[src/pio_pkg.sv]
package pio_pkg;
  // register byte offsets
  localparam logic [7:0] OFS_PORT_A = 8'h00;
  localparam logic [7:0] OFS_PORT_B = 8'h04;
  localparam logic [7:0] OFS_PORT_C = 8'h08;
  localparam logic [7:0] OFS_CTRL   = 8'h0C;
  // control word fields
  localparam int CW_DEFINE  = 7;
  localparam int CW_A_MODE2 = 6;
  localparam int CW_A_MODE1 = 5;
  localparam int CW_A_IN    = 4;
  localparam int CW_CU_IN   = 3;
  localparam int CW_B_MODE1 = 2;
  localparam int CW_B_IN    = 1;
  localparam int CW_CL_IN   = 0;
  localparam int CW_IDX_HI  = 3;
  localparam int CW_IDX_LO  = 1;
  localparam int CW_VALUE   = 0;
  // port c line use under handshake
  localparam int PC_B_SERVICE_REQUEST = 0;
  localparam int PC_B_FULL = 1;
  localparam int PC_B_STB  = 2;
  localparam int PC_A_SERVICE_REQUEST = 3;
  localparam int PC_A_STB  = 4;
  localparam int PC_A_IBF  = 5;
  localparam int PC_A_ACK  = 6;
  localparam int PC_A_OBF  = 7;
  // reset values and vectors (octal 134 and 130)
  localparam logic [15:0] CW_RESET   = 16'h0080;
  localparam logic [7:0]  PORT_RESET = 8'hFF;
  localparam logic [7:0]  PC_RESET   = 8'hFF;
  localparam logic [7:0]  VEC_PORT_A = 8'h5C;
  localparam logic [7:0]  VEC_PORT_B = 8'h58;
  // timing
  localparam int CLK_PERIOD_NS = 10;
  localparam int ACK_DELAY_NS  = 250;
  localparam int ACK_DELAY_CYC =
    (ACK_DELAY_NS + CLK_PERIOD_NS - 1) / CLK_PERIOD_NS;
  localparam logic [4:0] ACK_DELAY_CNT = 5'(ACK_DELAY_CYC);
  typedef enum logic [1:0] {A_MODE0, A_MODE1, A_MODE2} a_mode_e;
endpackage

[src/hs_if.sv]
`timescale 1ns/1ps
interface hs_if;
  logic stb_n;
  logic ack_n;
  logic in_en;
  logic out_en;
  logic ie_in;
  logic ie_out;
  logic rd;
  logic wr;
  logic early;
  logic acc;
  logic input_full;
  logic obf_n;
  logic service_request;
  logic load;
  modport ctl (output stb_n, ack_n, in_en, out_en, ie_in, ie_out,
               rd, wr, early, acc, input input_full, obf_n, service_request, load);
  modport chan (input stb_n, ack_n, in_en, out_en, ie_in, ie_out,
                rd, wr, early, acc, output input_full, obf_n, service_request, load);
endinterface

[src/hs_channel.sv]
`timescale 1ns/1ps
module hs_channel
  import pio_pkg::*;
(
  // clock and reset
  input wire logic pclk,
  input wire logic presetn,
  // handshake carrier
  hs_if.chan       hs
);
  typedef struct packed {
    logic input_full;
    logic full_int;
    logic output_full_n;
    logic rdy;
    logic stb_d;
    logic ack_d;
  } chan_s;
  chan_s s_q;
  chan_s s_d;

  // flag updates; each set follows its pin or port clear so it wins, but a disabled direction clears last
  always_comb begin
    s_d = s_q;
    s_d.stb_d = hs.stb_n;
    s_d.ack_d = hs.ack_n;
    if (hs.rd) begin
      s_d.input_full = 1'h0;
      s_d.full_int = 1'h0;
    end
    if (!hs.stb_n) s_d.input_full = 1'h1;
    if (hs.stb_n && !s_q.stb_d && s_q.input_full) s_d.full_int = 1'h1;
    if (!hs.in_en) begin
      s_d.input_full = 1'h0;
      s_d.full_int = 1'h0;
    end
    if (!hs.ack_n) s_d.output_full_n = 1'h0;
    if (hs.wr || hs.early) s_d.rdy = 1'h0;
    if (hs.wr) s_d.output_full_n = 1'h1;
    if (hs.ack_n && !s_q.ack_d) s_d.rdy = 1'h1;
    if (!hs.out_en) begin
      s_d.output_full_n = 1'h0;
      s_d.rdy = 1'h0;
    end
  end

  always_ff @(posedge pclk or negedge presetn) begin
    if (!presetn) begin
      s_q <= '{1'h0, 1'h0, 1'h0, 1'h0, 1'h1, 1'h1};
    end else begin
      s_q <= s_d;
    end
  end

  // pin and request views; any port access lifts output-full
  assign hs.input_full   = s_q.input_full;
  assign hs.obf_n = !s_q.output_full_n || hs.acc;
  assign hs.service_request  = (s_q.full_int && hs.ie_in)
                 || (s_q.rdy && hs.ie_out);
  assign hs.load  = hs.in_en && !hs.stb_n;
endmodule

[src/parallel_io_handshake_port.sv]
// Implementation choices: register access over APB and the register addresses.
`timescale 1ns/1ps
module parallel_io_handshake_port
  import pio_pkg::*;
(
  // clock and reset
  input  wire logic        pclk,
  input  wire logic        presetn,
  // apb slave
  input  wire logic        psel,
  input  wire logic        penable,
  input  wire logic        pwrite,
  input  wire logic [7:0]  paddr,
  input  wire logic [31:0] pwdata,
  output logic [31:0]      prdata,
  output logic             pready,
  output logic             pslverr,
  // port a pins
  input  wire logic [7:0]  pa_i,
  output logic [7:0]       pa_o,
  output logic [7:0]       pa_oe,
  // port b pins
  input  wire logic [7:0]  pb_i,
  output logic [7:0]       pb_o,
  output logic [7:0]       pb_oe,
  // port c pins
  input  wire logic [7:0]  pc_i,
  output logic [7:0]       pc_o,
  output logic [7:0]       pc_oe,
  // service requests
  output logic             port_a_service_request,
  output logic             port_b_service_request,
  output logic [7:0]       irq_vector
);

  // ----------------------------------------------------------------
  // state
  // ----------------------------------------------------------------
  typedef struct packed {
    logic [15:0] cw;
    logic [7:0]  pa_out;
    logic [7:0]  pb_out;
    logic [7:0]  pc;
    logic [7:0]  pa_in;
    logic [7:0]  pb_in;
    logic [7:0]  pa_s1;
    logic [7:0]  pa_s2;
    logic [7:0]  pb_s1;
    logic [7:0]  pb_s2;
    logic [7:0]  pc_s1;
    logic [7:0]  pc_s2;
    logic [31:0] rdata;
    logic        err;
    logic [7:0]  vec;
  } top_s;
  top_s s_q;
  top_s s_d;

  hs_if ch_a ();
  hs_if ch_b ();

  logic       dir_out;
  a_mode_e    am;
  logic       a_in;
  logic       b_m1;
  logic       b_in;
  logic       setup;
  logic       access;
  logic       mapped;
  logic [7:0] pc_drv;
  logic [7:0] pc_en;
  logic [7:0] pc_rd;
  logic [7:0] pa_rd;
  logic [7:0] pb_rd;
  logic [7:0] rd_byte;

  // ----------------------------------------------------------------
  // helpers
  // ----------------------------------------------------------------
  // port a mode from a control word; mode 2 outranks mode 1
  function automatic a_mode_e a_mode(input logic [15:0] w);
    a_mode_e m;
    m = A_MODE0;
    if (w[CW_A_MODE2]) begin
      m = A_MODE2;
    end else if (w[CW_A_MODE1]) begin
      m = A_MODE1;
    end
    return m;
  endfunction

  // true when this apb address selects the given register
  function automatic logic hit(input logic [7:0] a,
                               input logic [7:0] ofs);
    return a == ofs;
  endfunction

  // ----------------------------------------------------------------
  // mode decode
  // ----------------------------------------------------------------
  assign am     = a_mode(s_q.cw);
  assign a_in   = s_q.cw[CW_A_IN];
  assign b_m1   = s_q.cw[CW_B_MODE1];
  assign b_in   = s_q.cw[CW_B_IN];
  assign setup  = psel && !penable;
  assign access = psel && penable;
  assign mapped = hit(paddr, OFS_PORT_A) || hit(paddr, OFS_PORT_B)
               || hit(paddr, OFS_PORT_C) || hit(paddr, OFS_CTRL);

  // ----------------------------------------------------------------
  // handshake channels
  // ----------------------------------------------------------------
  // port a: strobe on line 4, accept on line 6, mode 2 uses both
  assign ch_a.in_en  = (am == A_MODE2) || (am == A_MODE1 && a_in);
  assign ch_a.out_en = (am == A_MODE2) || (am == A_MODE1 && !a_in);
  assign ch_a.stb_n  = s_q.pc_s2[PC_A_STB];
  assign ch_a.ack_n  = s_q.pc_s2[PC_A_ACK];
  assign ch_a.ie_in  = s_q.pc[PC_A_STB];
  assign ch_a.ie_out = s_q.pc[PC_A_ACK];
  assign ch_a.rd     = access && !pwrite && hit(paddr, OFS_PORT_A);
  assign ch_a.wr     = access && pwrite && hit(paddr, OFS_PORT_A);
  assign ch_a.early  = 1'h0;
  assign ch_a.acc    = psel && hit(paddr, OFS_PORT_A);

  // port b: one line serves as strobe or accept by direction
  assign ch_b.in_en  = b_m1 && b_in;
  assign ch_b.out_en = b_m1 && !b_in;
  assign ch_b.stb_n  = s_q.pc_s2[PC_B_STB];
  assign ch_b.ack_n  = s_q.pc_s2[PC_B_STB];
  // no port b interrupts while port a is bidirectional
  assign ch_b.ie_in  = s_q.pc[PC_B_STB] && am != A_MODE2;
  assign ch_b.ie_out = s_q.pc[PC_B_STB] && am != A_MODE2;
  assign ch_b.rd     = access && !pwrite && hit(paddr, OFS_PORT_B);
  assign ch_b.wr     = access && pwrite && hit(paddr, OFS_PORT_B);
  // the setup cycle of a write stands for the implied read
  assign ch_b.early  = setup && pwrite && hit(paddr, OFS_PORT_B);
  assign ch_b.acc    = psel && hit(paddr, OFS_PORT_B);

  hs_channel u_chan_a (
    .pclk    (pclk),
    .presetn (presetn),
    .hs      (ch_a)
  );

  hs_channel u_chan_b (
    .pclk    (pclk),
    .presetn (presetn),
    .hs      (ch_b)
  );

  // accept rise is slowed before it turns the port a buffer outward
  rise_delay u_ack_delay (
    .pclk    (pclk),
    .presetn (presetn),
    .din     (s_q.pc_s2[PC_A_ACK]),
    .dout    (dir_out)
  );

  // ----------------------------------------------------------------
  // port c drive and read view
  // ----------------------------------------------------------------
  always_comb begin
    pc_drv = s_q.pc;
    // lines 7, 5, 3, 1 and 0 have outward-only buffers
    pc_en  = {1'h1, !s_q.cw[CW_CU_IN], 1'h1, !s_q.cw[CW_CU_IN],
              1'h1, !s_q.cw[CW_CL_IN], 2'h3};
    if (am != A_MODE0) begin
      // upper handshake lines leave general use
      pc_drv[PC_A_SERVICE_REQUEST] = ch_a.service_request;
      pc_en[PC_A_SERVICE_REQUEST]  = 1'h1;
      if (ch_a.in_en) begin
        pc_drv[PC_A_IBF] = ch_a.input_full;
        pc_en[PC_A_IBF]  = 1'h1;
        pc_en[PC_A_STB]  = 1'h0;
      end
      if (ch_a.out_en) begin
        pc_drv[PC_A_OBF] = ch_a.obf_n;
        pc_en[PC_A_OBF]  = 1'h1;
        pc_en[PC_A_ACK]  = 1'h0;
      end
    end
    if (b_m1) begin
      pc_drv[PC_B_SERVICE_REQUEST] = ch_b.service_request;
      pc_en[PC_B_SERVICE_REQUEST]  = 1'h1;
      pc_drv[PC_B_FULL] = b_in ? ch_b.input_full : ch_b.obf_n;
      pc_en[PC_B_FULL]  = 1'h1;
      pc_en[PC_B_STB]   = 1'h0;
    end
  end

  // driven lines read back, input lines read the pin, and the
  // strobe/accept positions show the enables kept behind them
  always_comb begin
    pc_rd = (pc_en & pc_drv) | (~pc_en & s_q.pc_s2);
    if (ch_a.in_en) pc_rd[PC_A_STB] = s_q.pc[PC_A_STB];
    if (ch_a.out_en) pc_rd[PC_A_ACK] = s_q.pc[PC_A_ACK];
    if (b_m1) pc_rd[PC_B_STB] = s_q.pc[PC_B_STB];
  end

  // ----------------------------------------------------------------
  // port a and b read views
  // ----------------------------------------------------------------
  always_comb begin
    if (ch_a.in_en) begin
      pa_rd = s_q.pa_in;
    end else if (a_in) begin
      pa_rd = s_q.pa_s2;
    end else begin
      pa_rd = s_q.pa_out;
    end
    if (ch_b.in_en) begin
      pb_rd = s_q.pb_in;
    end else if (b_in) begin
      pb_rd = s_q.pb_s2;
    end else begin
      pb_rd = s_q.pb_out;
    end
  end

  // read mux; the control word never reads back
  always_comb begin
    rd_byte = 8'h00;
    if (hit(paddr, OFS_PORT_A)) rd_byte = pa_rd;
    if (hit(paddr, OFS_PORT_B)) rd_byte = pb_rd;
    if (hit(paddr, OFS_PORT_C)) rd_byte = pc_rd;
    if (hit(paddr, OFS_CTRL)) rd_byte = 8'h00;
  end

  // ----------------------------------------------------------------
  // next state
  // ----------------------------------------------------------------
  always_comb begin
    s_d = s_q;
    // two stages on every pin before any logic looks
    s_d.pa_s1 = pa_i;
    s_d.pa_s2 = s_q.pa_s1;
    s_d.pb_s1 = pb_i;
    s_d.pb_s2 = s_q.pb_s1;
    s_d.pc_s1 = pc_i;
    s_d.pc_s2 = s_q.pc_s1;
    // input latches follow the pins while the strobe is low
    if (ch_a.load) s_d.pa_in = s_q.pa_s2;
    if (ch_b.load) s_d.pb_in = s_q.pb_s2;
    // read data is caught in setup so prdata comes from a flop
    if (setup) begin
      s_d.rdata = {24'h00_0000, rd_byte};
      s_d.err   = !mapped;
    end
    // writes take effect in the access phase
    if (access && pwrite) begin
      if (hit(paddr, OFS_PORT_A)) s_d.pa_out = pwdata[7:0];
      if (hit(paddr, OFS_PORT_B)) s_d.pb_out = pwdata[7:0];
      if (hit(paddr, OFS_CTRL)) begin
        if (pwdata[CW_DEFINE]) begin
          s_d.cw = pwdata[15:0];
        end else begin
          s_d.pc[pwdata[CW_IDX_HI:CW_IDX_LO]] = pwdata[CW_VALUE];
        end
      end
    end
    // port a outranks port b when both request
    if (ch_a.service_request) begin
      s_d.vec = VEC_PORT_A;
    end else if (ch_b.service_request) begin
      s_d.vec = VEC_PORT_B;
    end else begin
      s_d.vec = 8'h00;
    end
  end

  // port c reset high also leaves any port-c-steered buffer as output
  always_ff @(posedge pclk or negedge presetn) begin
    if (!presetn) begin
      s_q        <= '0;
      s_q.cw     <= CW_RESET;
      s_q.pa_out <= PORT_RESET;
      s_q.pb_out <= PORT_RESET;
      s_q.pc     <= PC_RESET;
      s_q.pc_s1  <= PC_RESET;
      s_q.pc_s2  <= PC_RESET;
    end else begin
      s_q <= s_d;
    end
  end

  // ----------------------------------------------------------------
  // outputs
  // ----------------------------------------------------------------
  assign prdata  = s_q.rdata;
  assign pready  = 1'h1;
  assign pslverr = s_q.err && access;
  assign pa_o    = s_q.pa_out;
  assign pb_o    = s_q.pb_out;
  assign pc_o    = pc_drv;
  assign pc_oe   = pc_en;
  // bidirectional port a turns by the delayed accept level
  assign pa_oe   = (am == A_MODE2) ? {8{dir_out}}
                 : {8{!a_in}};
  assign pb_oe   = {8{!b_in}};
  assign port_a_service_request = ch_a.service_request;
  assign port_b_service_request = ch_b.service_request;
  assign irq_vector = s_q.vec;
endmodule

[src/rise_delay.sv]
`timescale 1ns/1ps
module rise_delay
  import pio_pkg::*;
(
  // clock and reset
  input  wire logic pclk,
  input  wire logic presetn,
  // level in, rise-delayed level out
  input  wire logic din,
  output logic      dout
);
  typedef struct packed {
    logic [4:0] cnt;
    logic       q;
  } dly_s;
  dly_s s_q;
  dly_s s_d;

  // falls pass at once, rises wait the full count
  always_comb begin
    s_d = s_q;
    if (!din) begin
      s_d = '0;
    end else if (s_q.cnt == ACK_DELAY_CNT) begin
      s_d.q = 1'h1;
    end else begin
      s_d.cnt = s_q.cnt + 5'h01;
    end
  end

  always_ff @(posedge pclk or negedge presetn) begin
    if (!presetn) begin
      s_q <= '0;
    end else begin
      s_q <= s_d;
    end
  end

  assign dout = s_q.q;
endmodule
[config.mk]
export PLATFORM = sky130hd
export DESIGN_NAME = parallel_io_handshake_port
export DESIGN_NICKNAME = d
export VERILOG_FILES = /design/src/pio_pkg.sv /design/src/hs_if.sv /design/src/hs_channel.sv /design/src/parallel_io_handshake_port.sv /design/src/rise_delay.sv
export SDC_FILE = /design/constraint.sdc
export NUM_CORES = 1
export LEC_CHECK = 0
export ABC_AREA = 0
export BUFFER_PORTS_ARGS = -buffer_cell sky130_fd_sc_hd__clkbuf_2
export CORE_AREA = 3 3 113 115
export CTS_BUF_LIST = sky130_fd_sc_hd__clkbuf_8
export DETAILED_ROUTE_END_ITERATION = 16
export DIE_AREA = 0 0 116 118
export PLACE_DENSITY_LB_ADDON = 0.05
export SYNTH_ARGS = -nofsm -noshare
export SYNTH_HDL_FRONTEND = slang
export SYNTH_SLANG_ARGS = --single-unit
[constraint.sdc]
create_clock -name pclk -period 1.8 [get_ports pclk]
set_input_delay 0.09 -clock pclk [delete_from_list [all_inputs] [get_ports pclk]]
set_output_delay 0.09 -clock pclk [all_outputs]
set_load 0.02 [all_outputs]
# == Yosys cells after proc, flatten, opt, wreduce, memory -nomap -nowiden ==
# Cells that the tools add are included.
# word_totals
register_bits,129
input_bits,69
output_inout_bits,92
word_cells,164
# op_classes
addsub,1
magnitude_cmp,2
n_eq_ne,17
mux,51
bitwise,5
n_reduce_logical,60
# ops
operator,n
$mux 8,9
$logic_and 1x1->1,30
$mux 1,26
$ne 3x3->1 const B,8
$and 8x8->8,2
$eq 8x4->1 const B,2
$mux 2,8
$logic_not 1->1,14
$mux 7,2
$logic_or 1x1->1,10
$bwmux 8,1
$eq 8x3->1 const B,1
$logic_not 8->1,1
$not 8->8,1
$or 8x8->8,1
$mux 6,1
$reduce_and 3->1,2
$add 5x1->5 const B,1
$eq 5x5->1 const B,1
$mux 5,1
$lt 3x4->1 const B,1
$mux 4,1
$ne 2x2->1 const B,2
$reduce_and 2->1,2
8 further kinds,8

# == Longest topological paths before layout ==
# Gate-level depths: netlist of run 1.
# logic_depth
ltp_word,13
ltp_mapped,6
depth_no_buf,5

# == Hierarchy ==
# A second synthesis of run 1 with hierarchy kept.
# hier_totals
cells_unflattened,490
hier_area_um2,5527.8
# modules_own_cells
module,instances,cells_per_inst,area_per_inst_um2,seq_area_each_um2
parallel_io_handshake_port,1,423,4719.5,2439.8
hs_channel,2,19,242.7,152.6
rise_delay,1,29,322.8,150.1

# == Least setup slack after synthesis of run 1 ==
# OpenSTA, ideal clock, no wires.
# synth_timing
path_type,register to register
startpoint,"register s_q, in the netlist pc_o[2]"
endpoint,"register s_q, in the netlist prdata[0]"
setup_ns,0.091
t_arrival_ns,1.538
t_required_ns,1.709
setup_slack_ns,0.171
path_stages_with_launch,4
path_buffers,0
synth_period_minus_slack_ns,1.629
path_cell_list,dfstp_2 > nor3b_1 > mux2i_1 > o221ai_1
# synth_via
elab_chain_len,8
word_cells_on_any_way,9
cone_classes,3 x mux; 2 x bitwise; 4 x reduce/logical
# synth_rtl
element,line_no,text
start: declaration,parallel_io_handshake_port.sv:56,top_s s_q;
$logic_and 1x1->1 *,"parallel_io_handshake_port.sv:131, parallel_io_handshake_port.sv:132",
"$logic_and 1x1->1, on equally long branches","hs_channel.sv:58, hs_channel.sv:59",
$logic_or 1x1->1 *,hs_channel.sv:59,|| (s_q.rdy && hs.ie_out);
net port_b_service_request,parallel_io_handshake_port.sv:32,"output logic port_b_service_request,"
$mux 2 *,parallel_io_handshake_port.sv:182,if (b_m1) begin
$and 8x8->8 *,parallel_io_handshake_port.sv:194,pc_rd = (pc_en & pc_drv) | (~pc_en & s_q.pc_s2);
$or 8x8->8 *,parallel_io_handshake_port.sv:194,
$mux 8 *,parallel_io_handshake_port.sv:225,"if (hit(paddr, OFS_PORT_C)) rd_byte = pc_rd;"
$mux 8 *,parallel_io_handshake_port.sv:226,"if (hit(paddr, OFS_CTRL)) rd_byte = 8'h00;"
# Mark *: on every way through the listed nets, which the timed path passes. The rest lies on a longest branch.
# A chain may end at the register's enable or synchronous reset.

# == Final worst setup path of run 1 ==
# layout_timing
startpoint,"register s_q, in the netlist b_in"
endpoint,output pc_o[1]
# layout_via
elab_chain_len,2
# layout_rtl
element,line_no,text
$mux 1,parallel_io_handshake_port.sv:185,pc_drv[PC_B_FULL] = b_in ? ch_b.input_full : ch_b.obf_n;
$mux 2,parallel_io_handshake_port.sv:182,
end: declaration,parallel_io_handshake_port.sv:28,"output logic [7:0] pc_o,"
# Every way passes these cells.

==> flow_summary.rst, run 1 <==
.. list-table::
   :header-rows: 1

   * - Metric
     - Value
   * - Sink of the worst hold path
     - s_q[8]
   * - Number of buffers inserted during clock tree synthesis
     - 17
   * - Total detailed-routing wirelength
     - 12200 um
   * - Post-layout min period
     - 1.77 ns
   * - Cell count after synthesis
     - 446
   * - TritonCTS clock tree
     - yes
   * - Startpoint class of the critical path
     - register
   * - Worst Setup End Kind
     - output pin
   * - Met2 layer wire length in the routed design
     - 5860 um
   * - Via density
     - 4.97
   * - Clock sink count
     - 113
   * - Maximum operating frequency
     - 565 MHz
   * - # rows
     - 40
   * - Series of cell instances along the critical path
     - or3b_4 > o211ai_1 > a32o_2 > inv_2 > buf_8
   * - Required time of the worst setup path
     - ~1.7 ns
   * - Critical-path cell with the highest stage delay
     - dfrtp_1
   * - Largest cells by area after synthesis
     - dfrtp_1 (38%), dfstp_2 (16%), buf_4 (11%)
   * - Die outline area
     - around 0.014 mm2
   * - Via total after detailed routing
     - 3537
   * - WS Path Type
     - register to output pin
   * - Fraction of layout cells with a size suffix above 1
     - 0.467
   * - Final Hold Fails
     - 0
   * - Antenna diode count
     - 0
   * - EDFF count, synth
     - 0
   * - Result of the run
     - finished clean
   * - Average wire length per cell after detail routing
     - 17.1 um
   * - Reg2Reg Depth
     - 4
   * - Proportion of synthesized chip area in sequential cells
     - 0.542
   * - Detail Route met3 WL
     - 756 um
   * - Yosys reg bits
     - 113
   * - Post-synthesis cell area
     - 0.00529 mm2
   * - Ys flop type
     - dfrtp_1
   * - Antenna-violating nets left
     - 0
   * - Maximum number of pins on one net before global-route repair
     - 44
   * - Min-delay src
     - penable
   * - Maximum buffer depth of the clock tree
     - 2
   * - Leading area contributor after synthesis
     - dfrtp_1
   * - Post-synthesis cell type count
     - 52
   * - HPWL after detailed placement
     - 8850 um
   * - Post-route DRC
     - 0
   * - Initial antenna violation count
     - 0
   * - Worst setup slack for register-to-register paths
     - 0.16 ns
   * - Launching point of the worst reg2reg path
     - s_q[135]
   * - Synth-to-layout area growth
     - 21.8%
   * - Power density cells
     - roughly 860 mW/mm2
   * - Core Footprint
     - 0.0119 mm2
   * - Finished Core Util
     - 0.541
   * - Global-route wire length before repair
     - 19000 um
   * - Final Cycle Share
     - 0.984
   * - Final global-route overflow total
     - 0
   * - CP max stage delay
     - 0.40 ns
   * - Max VDD drop
     - 0.000496 V
   * - Synth top area share
     - 0.378
   * - Final-layout setup total negative slack
     - 0 ns
   * - Starting utilization of the core area
     - 0.444
   * - Async set or reset register ratio after synthesis
     - 1.00
   * - Worst slew margin relative to its limit
     - 0.597
   * - Min setup slack post-route
     - 0.0294 ns
   * - Count of input and output buffers
     - 97
   * - Tot GR Track Use
     - 0.185
   * - Leak Pwr
     - 3.02 nW
   * - H-Tree Level Count
     - 4
   * - Final-report max-slew violation count
     - 0
   * - Worst r2r dst
     - prdata[3]
   * - Die width
     - 116 um
   * - Routed met1 length
     - approximately 5500 um
   * - Class of the most critical hold timing path
     - primary input to register
   * - Root Driver
     - clkbuf_8
   * - Worst-path clk slew
     - 0.07 ns
   * - Nets@finish
     - 623
   * - Number of global-route vias before repair
     - ~3500
   * - Initial DRC Count
     - between 150 and 200
   * - Critical-path maximum fanout
     - 3
   * - Worst Tran Pin Value
     - 0.605 ns
   * - MaxCap Viol Count
     - 0
   * - Boundary pin count
     - 161
   * - Total number of yosys warnings
     - 0
   * - Routability Congestion
     - 0.820
   * - Uppermost signal routing layer after detailed routing
     - met4
   * - RSZ-0062 raised after global routing
     - true
   * - Syn Area/Cell
     - 11.9 um2
   * - CP arrival
     - 1.68 ns
   * - Detailed Routing Iterations Pass 1
     - 5
   * - Worst slack at placement
     - about 0.11 ns
   * - Floorplan die height
     - between 100 and 150 um
   * - Total power of the final layout
     - 5.51 mW
   * - Insertion delay to the later sink of the worst-skew pair
     - 0.44 ns
   * - Final hold slack
     - 0.0266 ns
   * - Fill cell instance count of the final layout
     - 1044
   * - Hold depth
     - 4
   * - Worst setup skew after layout
     - about 0.01 ns
   * - Endpoints failing setup
     - 0
[through the flow]
step | instances | instance area, um2
final | 712 | 6440
after CTS | 709 | 6400
after global routing | 712 | 6440
after global placement | 647 | 5600
after floorplan | 478 | 5410
after detailed placement | 647 | 5600
[cells by family after synthesis]
group	after synthesis	synth area share
simple gates	103	0.109
flops	113	0.542
fa+ha+maj	2	0.00473
mux	60	0.125
buf+inv	103	0.131
xor+xnor	4	0.00662
other cells	2	0.00142
compound gates	59	0.0807
[sequential cells by signal, indices dropped and copies added, names as in the netlist, 4 cells and up]
| name | flops |
|---|---|
| u_chan_a.s_q | 5 |
| u_chan_b.s_q | 4 |
| u_ack_delay.s_q | 5 |
| prdata | 8 |
| pb_o | 8 |
| pa_o | 8 |
| s_q | 42 |
| s_d | 19 |
[critical path: cells and delay by family, from the launching register on]
family                 cells  cell delay, ns
AOI/OAI and AO/OA          2            0.30
buffers and inverters      2            0.17
DFF                        1            0.40
and+or+nand+nor            1            0.37
[per-layer routing]
layer  track usage  up-vias
li1              -     1671
met1         0.256     1752
met2         0.278      109
met3        0.0627        5
met4        0.0515        0
met5             0        -
[final cells by class]
cell class	count	area [um2]	area share
clock buffers	18	248	0.0384
multi-input cells	262	1930	0.300
flip-flops and latches	113	2870	0.446
clock inverters	14	165	0.0256
repair buffers	149	1010	0.156
inverters	9	37.5	0.00582
well taps	147	184	0.0285
[cell usage after synthesis (all sizes together) (8+ instances only)]
| cell | count |
|---|---|
| mux2i | 13 |
| mux2 | 47 |
| dfrtp | 80 |
| inv | 9 |
| clkbuf | 11 |
| buf | 83 |
| a21oi | 12 |
| nor3 | 9 |
| nand2 | 19 |
| o21ai | 9 |
| nor2 | 21 |
| dfstp | 33 |
| nand3 | 8 |
[repair_timing]
item / in CTS / in global routing
buffers inserted: 7 / 3
gates resized for setup: 26 / 10
endpoints found under the setup margin: 13 / 6
pin swaps: 3 / 1
endpoints found under the hold margin: 53 / 0
cloned: 0 / 0
hold buffers: 23 / 0
[worst max path at each step]
| stage | from | slack (ns) | endpoint | depth (start not counted) |
|---|---|---|---|---|
| 2_1_floorplan | pc_o[2] | 0.17 | prdata[0] | 3 |
| 3_3_place_gp | s_q[135] | 0.14 | prdata[7] | 4 |
| 3_5_place_dp | s_q[135] | 0.11 | prdata[7] | 4 |
| 4_1_cts | b_in | -0.02 | pc_o[1] | 5 |
| 5_1_grt | b_in | -0.06 | pc_o[1] | 5 |
| 6_report | b_in | 0.03 | pc_o[1] | 5 |
[report_power, final]
part | switching [mW] | leakage [nW] | internal [mW]
sequential | 0.0423 | 1.37 | 2.62
clock | 1.05 | 0.202 | 1.40
combinational | 0.249 | 1.44 | 0.145
total | 1.34 | 3.02 | 4.17
[layout by cell type, fill, tap and decap left out, types with 11 or more instances in the layout]
cell           instances
clkbuf_8              18
a21oi_1               11
dfrtp_1               78
buf_4                 27
conb_1                34
dfstp_2               33
clkbuf_2              92
mux2i_1               11
nor2_1                20
dlygate4sd3_1         23
mux2_2                47
nand2_1               18
Power figures use the tool's default switching activity.
==> run 2: changes to the inputs <==
- PLACE_DENSITY: not set -> 0.82
- PLACE_DENSITY_LB_ADDON: 0.05 -> not set
==> run 2 against run 1 <==
Compared with the run above:
- total power is 3.0% lower
- largest power group unchanged
- first-iteration DRC count is 44% higher
- clock-buffer cell count is 1 lower
- wire length is 0.68% lower
- highest routed layer unchanged
- critical endpoint unchanged
==> flow_summary.rst, run 2 (synthesis gave the netlist of run 1 again) <==
.. list-table::
   :header-rows: 1

   * - Metric
     - Value
   * - Result of the run
     - finished clean
   * - Number of buffer and inverter instances along the worst setup path
     - 2 (unchanged)
   * - Post-layout min period
     - 1.79 ns (+0.0227 ns)
   * - Final Hold Fails
     - 0 (unchanged)
   * - Routability Congestion
     - 0.876 (+6.9%)
   * - Maximum number of pins on one net before global-route repair
     - 41 (-6.8%)
   * - WS Path Type
     - register to output pin
   * - Finished Core Util
     - 0.535 (-0.00630)
   * - Top reg by flops
     - s_q
   * - Class of the most critical hold timing path
     - primary input to register
   * - Power density cells
     - 840 mW/mm2 (-1.8%)
   * - Clock sink count
     - 113 (unchanged)
   * - Kind of cell adding the most delay to the critical path
     - flip-flops
   * - Antenna diode count
     - 0 (unchanged)
   * - Instance area after placement
     - 0.00556 mm2 (-0.76%)
   * - CP max stage delay
     - 0.42 ns (+0.02 ns)
   * - Non-filler instance count after layout
     - 708 (-0.56%)
   * - Die width
     - 116 um (unchanged)
   * - H-Tree Level Count
     - 4 (unchanged)
   * - Synth-to-layout area growth
     - 20.4%
   * - Worst Setup End Kind
     - output pin
   * - Tot GR Track Use
     - 0.177 (-0.00859)
   * - Worst setup skew after layout
     - 0.00860 ns (-0.00170 ns)
   * - TritonCTS clock tree
     - yes
   * - Total power of the final layout
     - 5.35 mW (-3.0%)
   * - Initial antenna violation count
     - 0 (unchanged)
   * - Required time of the worst setup path
     - 1.71 ns (about the same)
   * - Critical-path maximum fanout
     - 2 (-1)
   * - Average wire length per cell after detail routing
     - 17.1 um (-0.12%)
   * - HPWL after detailed placement
     - 8730 um (-1.3%)
   * - Max VDD drop
     - 0.000491 V (-0.93%)
   * - Final Cycle Share
     - 0.996 (+0.0126)
   * - Detailed Routing Iterations Pass 1
     - 5 (unchanged)
   * - Starting utilization of the core area
     - 0.444 (unchanged)
   * - Most common library cell in the layout ignoring fill and taps
     - clkbuf_2
   * - Boundary pin count
     - 161 (unchanged)
   * - Worst-path clk slew
     - 0.08 ns (about the same)
   * - Worst slew margin relative to its limit
     - 0.647 (+0.0507)
   * - Root Driver
     - clkbuf_8
   * - Nets@finish
     - 619 (-0.64%)
   * - Endpoints failing setup
     - 0 (unchanged)
   * - Final standard cell area without fillers
     - 0.00637 mm2 (-1.2%)
   * - Series of cell instances along the critical path
     - or3b_4 > o211ai_1 > a32o_2 > inv_2 > buf_8
   * - Final hold slack
     - 0.0302 ns (+0.00360 ns)
   * - Startpoint class of the critical path
     - register
   * - Floorplan die height
     - 118 um (unchanged)
   * - Final global-route overflow total
     - 0 (unchanged)
   * - Worst setup slack for register-to-register paths
     - 0.16 ns (about the same)
   * - Via total after detailed routing
     - 3715 (+5.0%)
   * - Placed Instances
     - 643 (-0.62%)
   * - Critical-path cell with the highest stage delay
     - dfrtp_1
   * - Number of flip-flops under the largest register name
     - 42 (unchanged)
   * - Final-report max-slew violation count
     - 0 (unchanged)
   * - Antenna-violating nets left
     - 0 (unchanged)
   * - Die outline area
     - 0.0137 mm2 (unchanged)
   * - Count of input and output buffers
     - 97 (unchanged)
   * - CP arrival
     - 1.70 ns (+0.02 ns)
   * - Final-layout setup total negative slack
     - 0 ns (unchanged)
   * - Core Footprint
     - 0.0119 mm2 (unchanged)
   * - Fraction of layout cells with a size suffix above 1
     - 0.462 (-0.00558)
   * - Leak Pwr
     - 2.98 nW (-1.2%)
   * - MaxCap Viol Count
     - 0 (unchanged)
   * - Worst slack at placement
     - 0.122 ns (+0.0108 ns)
   * - Worst Tran Pin Value
     - 0.529 ns (-0.0760 ns)
   * - Number of global-route vias before repair
     - 3560 (+2.6%)
   * - # rows
     - 40 (unchanged)
   * - Commonest non-fill, non-tap cells in the layout
     - clkbuf_2 (93), dfrtp_1 (77), mux2_2 (47)
   * - Number of buffers inserted during clock tree synthesis
     - 17 (unchanged)
   * - Total detailed-routing wirelength
     - 12100 um (-0.68%)
   * - RSZ-0062 raised after global routing
     - true
   * - Maximum operating frequency
     - 558 MHz (-1.3%)
   * - Post-route DRC
     - 0 (unchanged)
   * - Maximum buffer depth of the clock tree
     - 2 (unchanged)
   * - Initial DRC Count
     - 234 (+44%)
   * - Via density
     - 5.25 (+5.6%)
   * - Insertion delay to the later sink of the worst-skew pair
     - 0.44 ns (about the same)
   * - Min setup slack post-route
     - 0.00671 ns (-0.0227 ns)
   * - Global-route wire length before repair
     - 18400 um (-3.0%)
## run 2: power breakdown
group / switching, mW / internal (mW) / leakage [nW]
Sequential: 0.0432 / 2.62 / 1.37
Clock: 1.16 / 1.13 / 0.194
Combinational: 0.246 / 0.140 / 1.42
## run 2: repair_timing
| item | in CTS | in global routing |
|---|---|---|
| hold endpoints to repair | 66 | 0 |
| pin swaps | 3 | 3 |
| endpoints found under the setup margin | 13 | 14 |
| buffers inserted | 3 | 7 |
| hold buffers | 23 | 0 |
| gates resized for setup | 17 | 16 |
## run 2: cell type report
class | instances | area (um2)
clock inverter | 15 | 150
clock buffer | 17 | 234
fill | 1019 | 5540
multi-input combinational | 262 | 1930
inverter | 9 | 37.5
sequential | 113 | 2870
tap | 147 | 184
timing repair buffer | 145 | 962
## run 2: worst reg2reg max path, cell delays in order (launching register included)
cell,delay [ns]
dfrtp_2,0.45
or4b_2,0.68
o2111ai_1,0.10
a2bb2oi_1,0.20
nand3_1,0.09
## run 2: final timing paths
check	from	endpoint	cells past startpoint
worst max-delay path	b_in	pc_o[1]	5
worst min-delay path	pwdata[7]	pa_o[7]	2
worst max register to register	s_q[134]	prdata[3]	4
worst min register to register	s_d[73]	s_q[73]	0
max in group asynchronous	presetn	u_chan_a.s_q[0]	3
min in group asynchronous	presetn	s_d[75]	2
## run 2: per-layer routing
layer	GRT usage	routed length [um]
met1	0.234	4940
met2	0.283	5920
met4	0.0754	276
met3	0.0324	944
met5	0	0
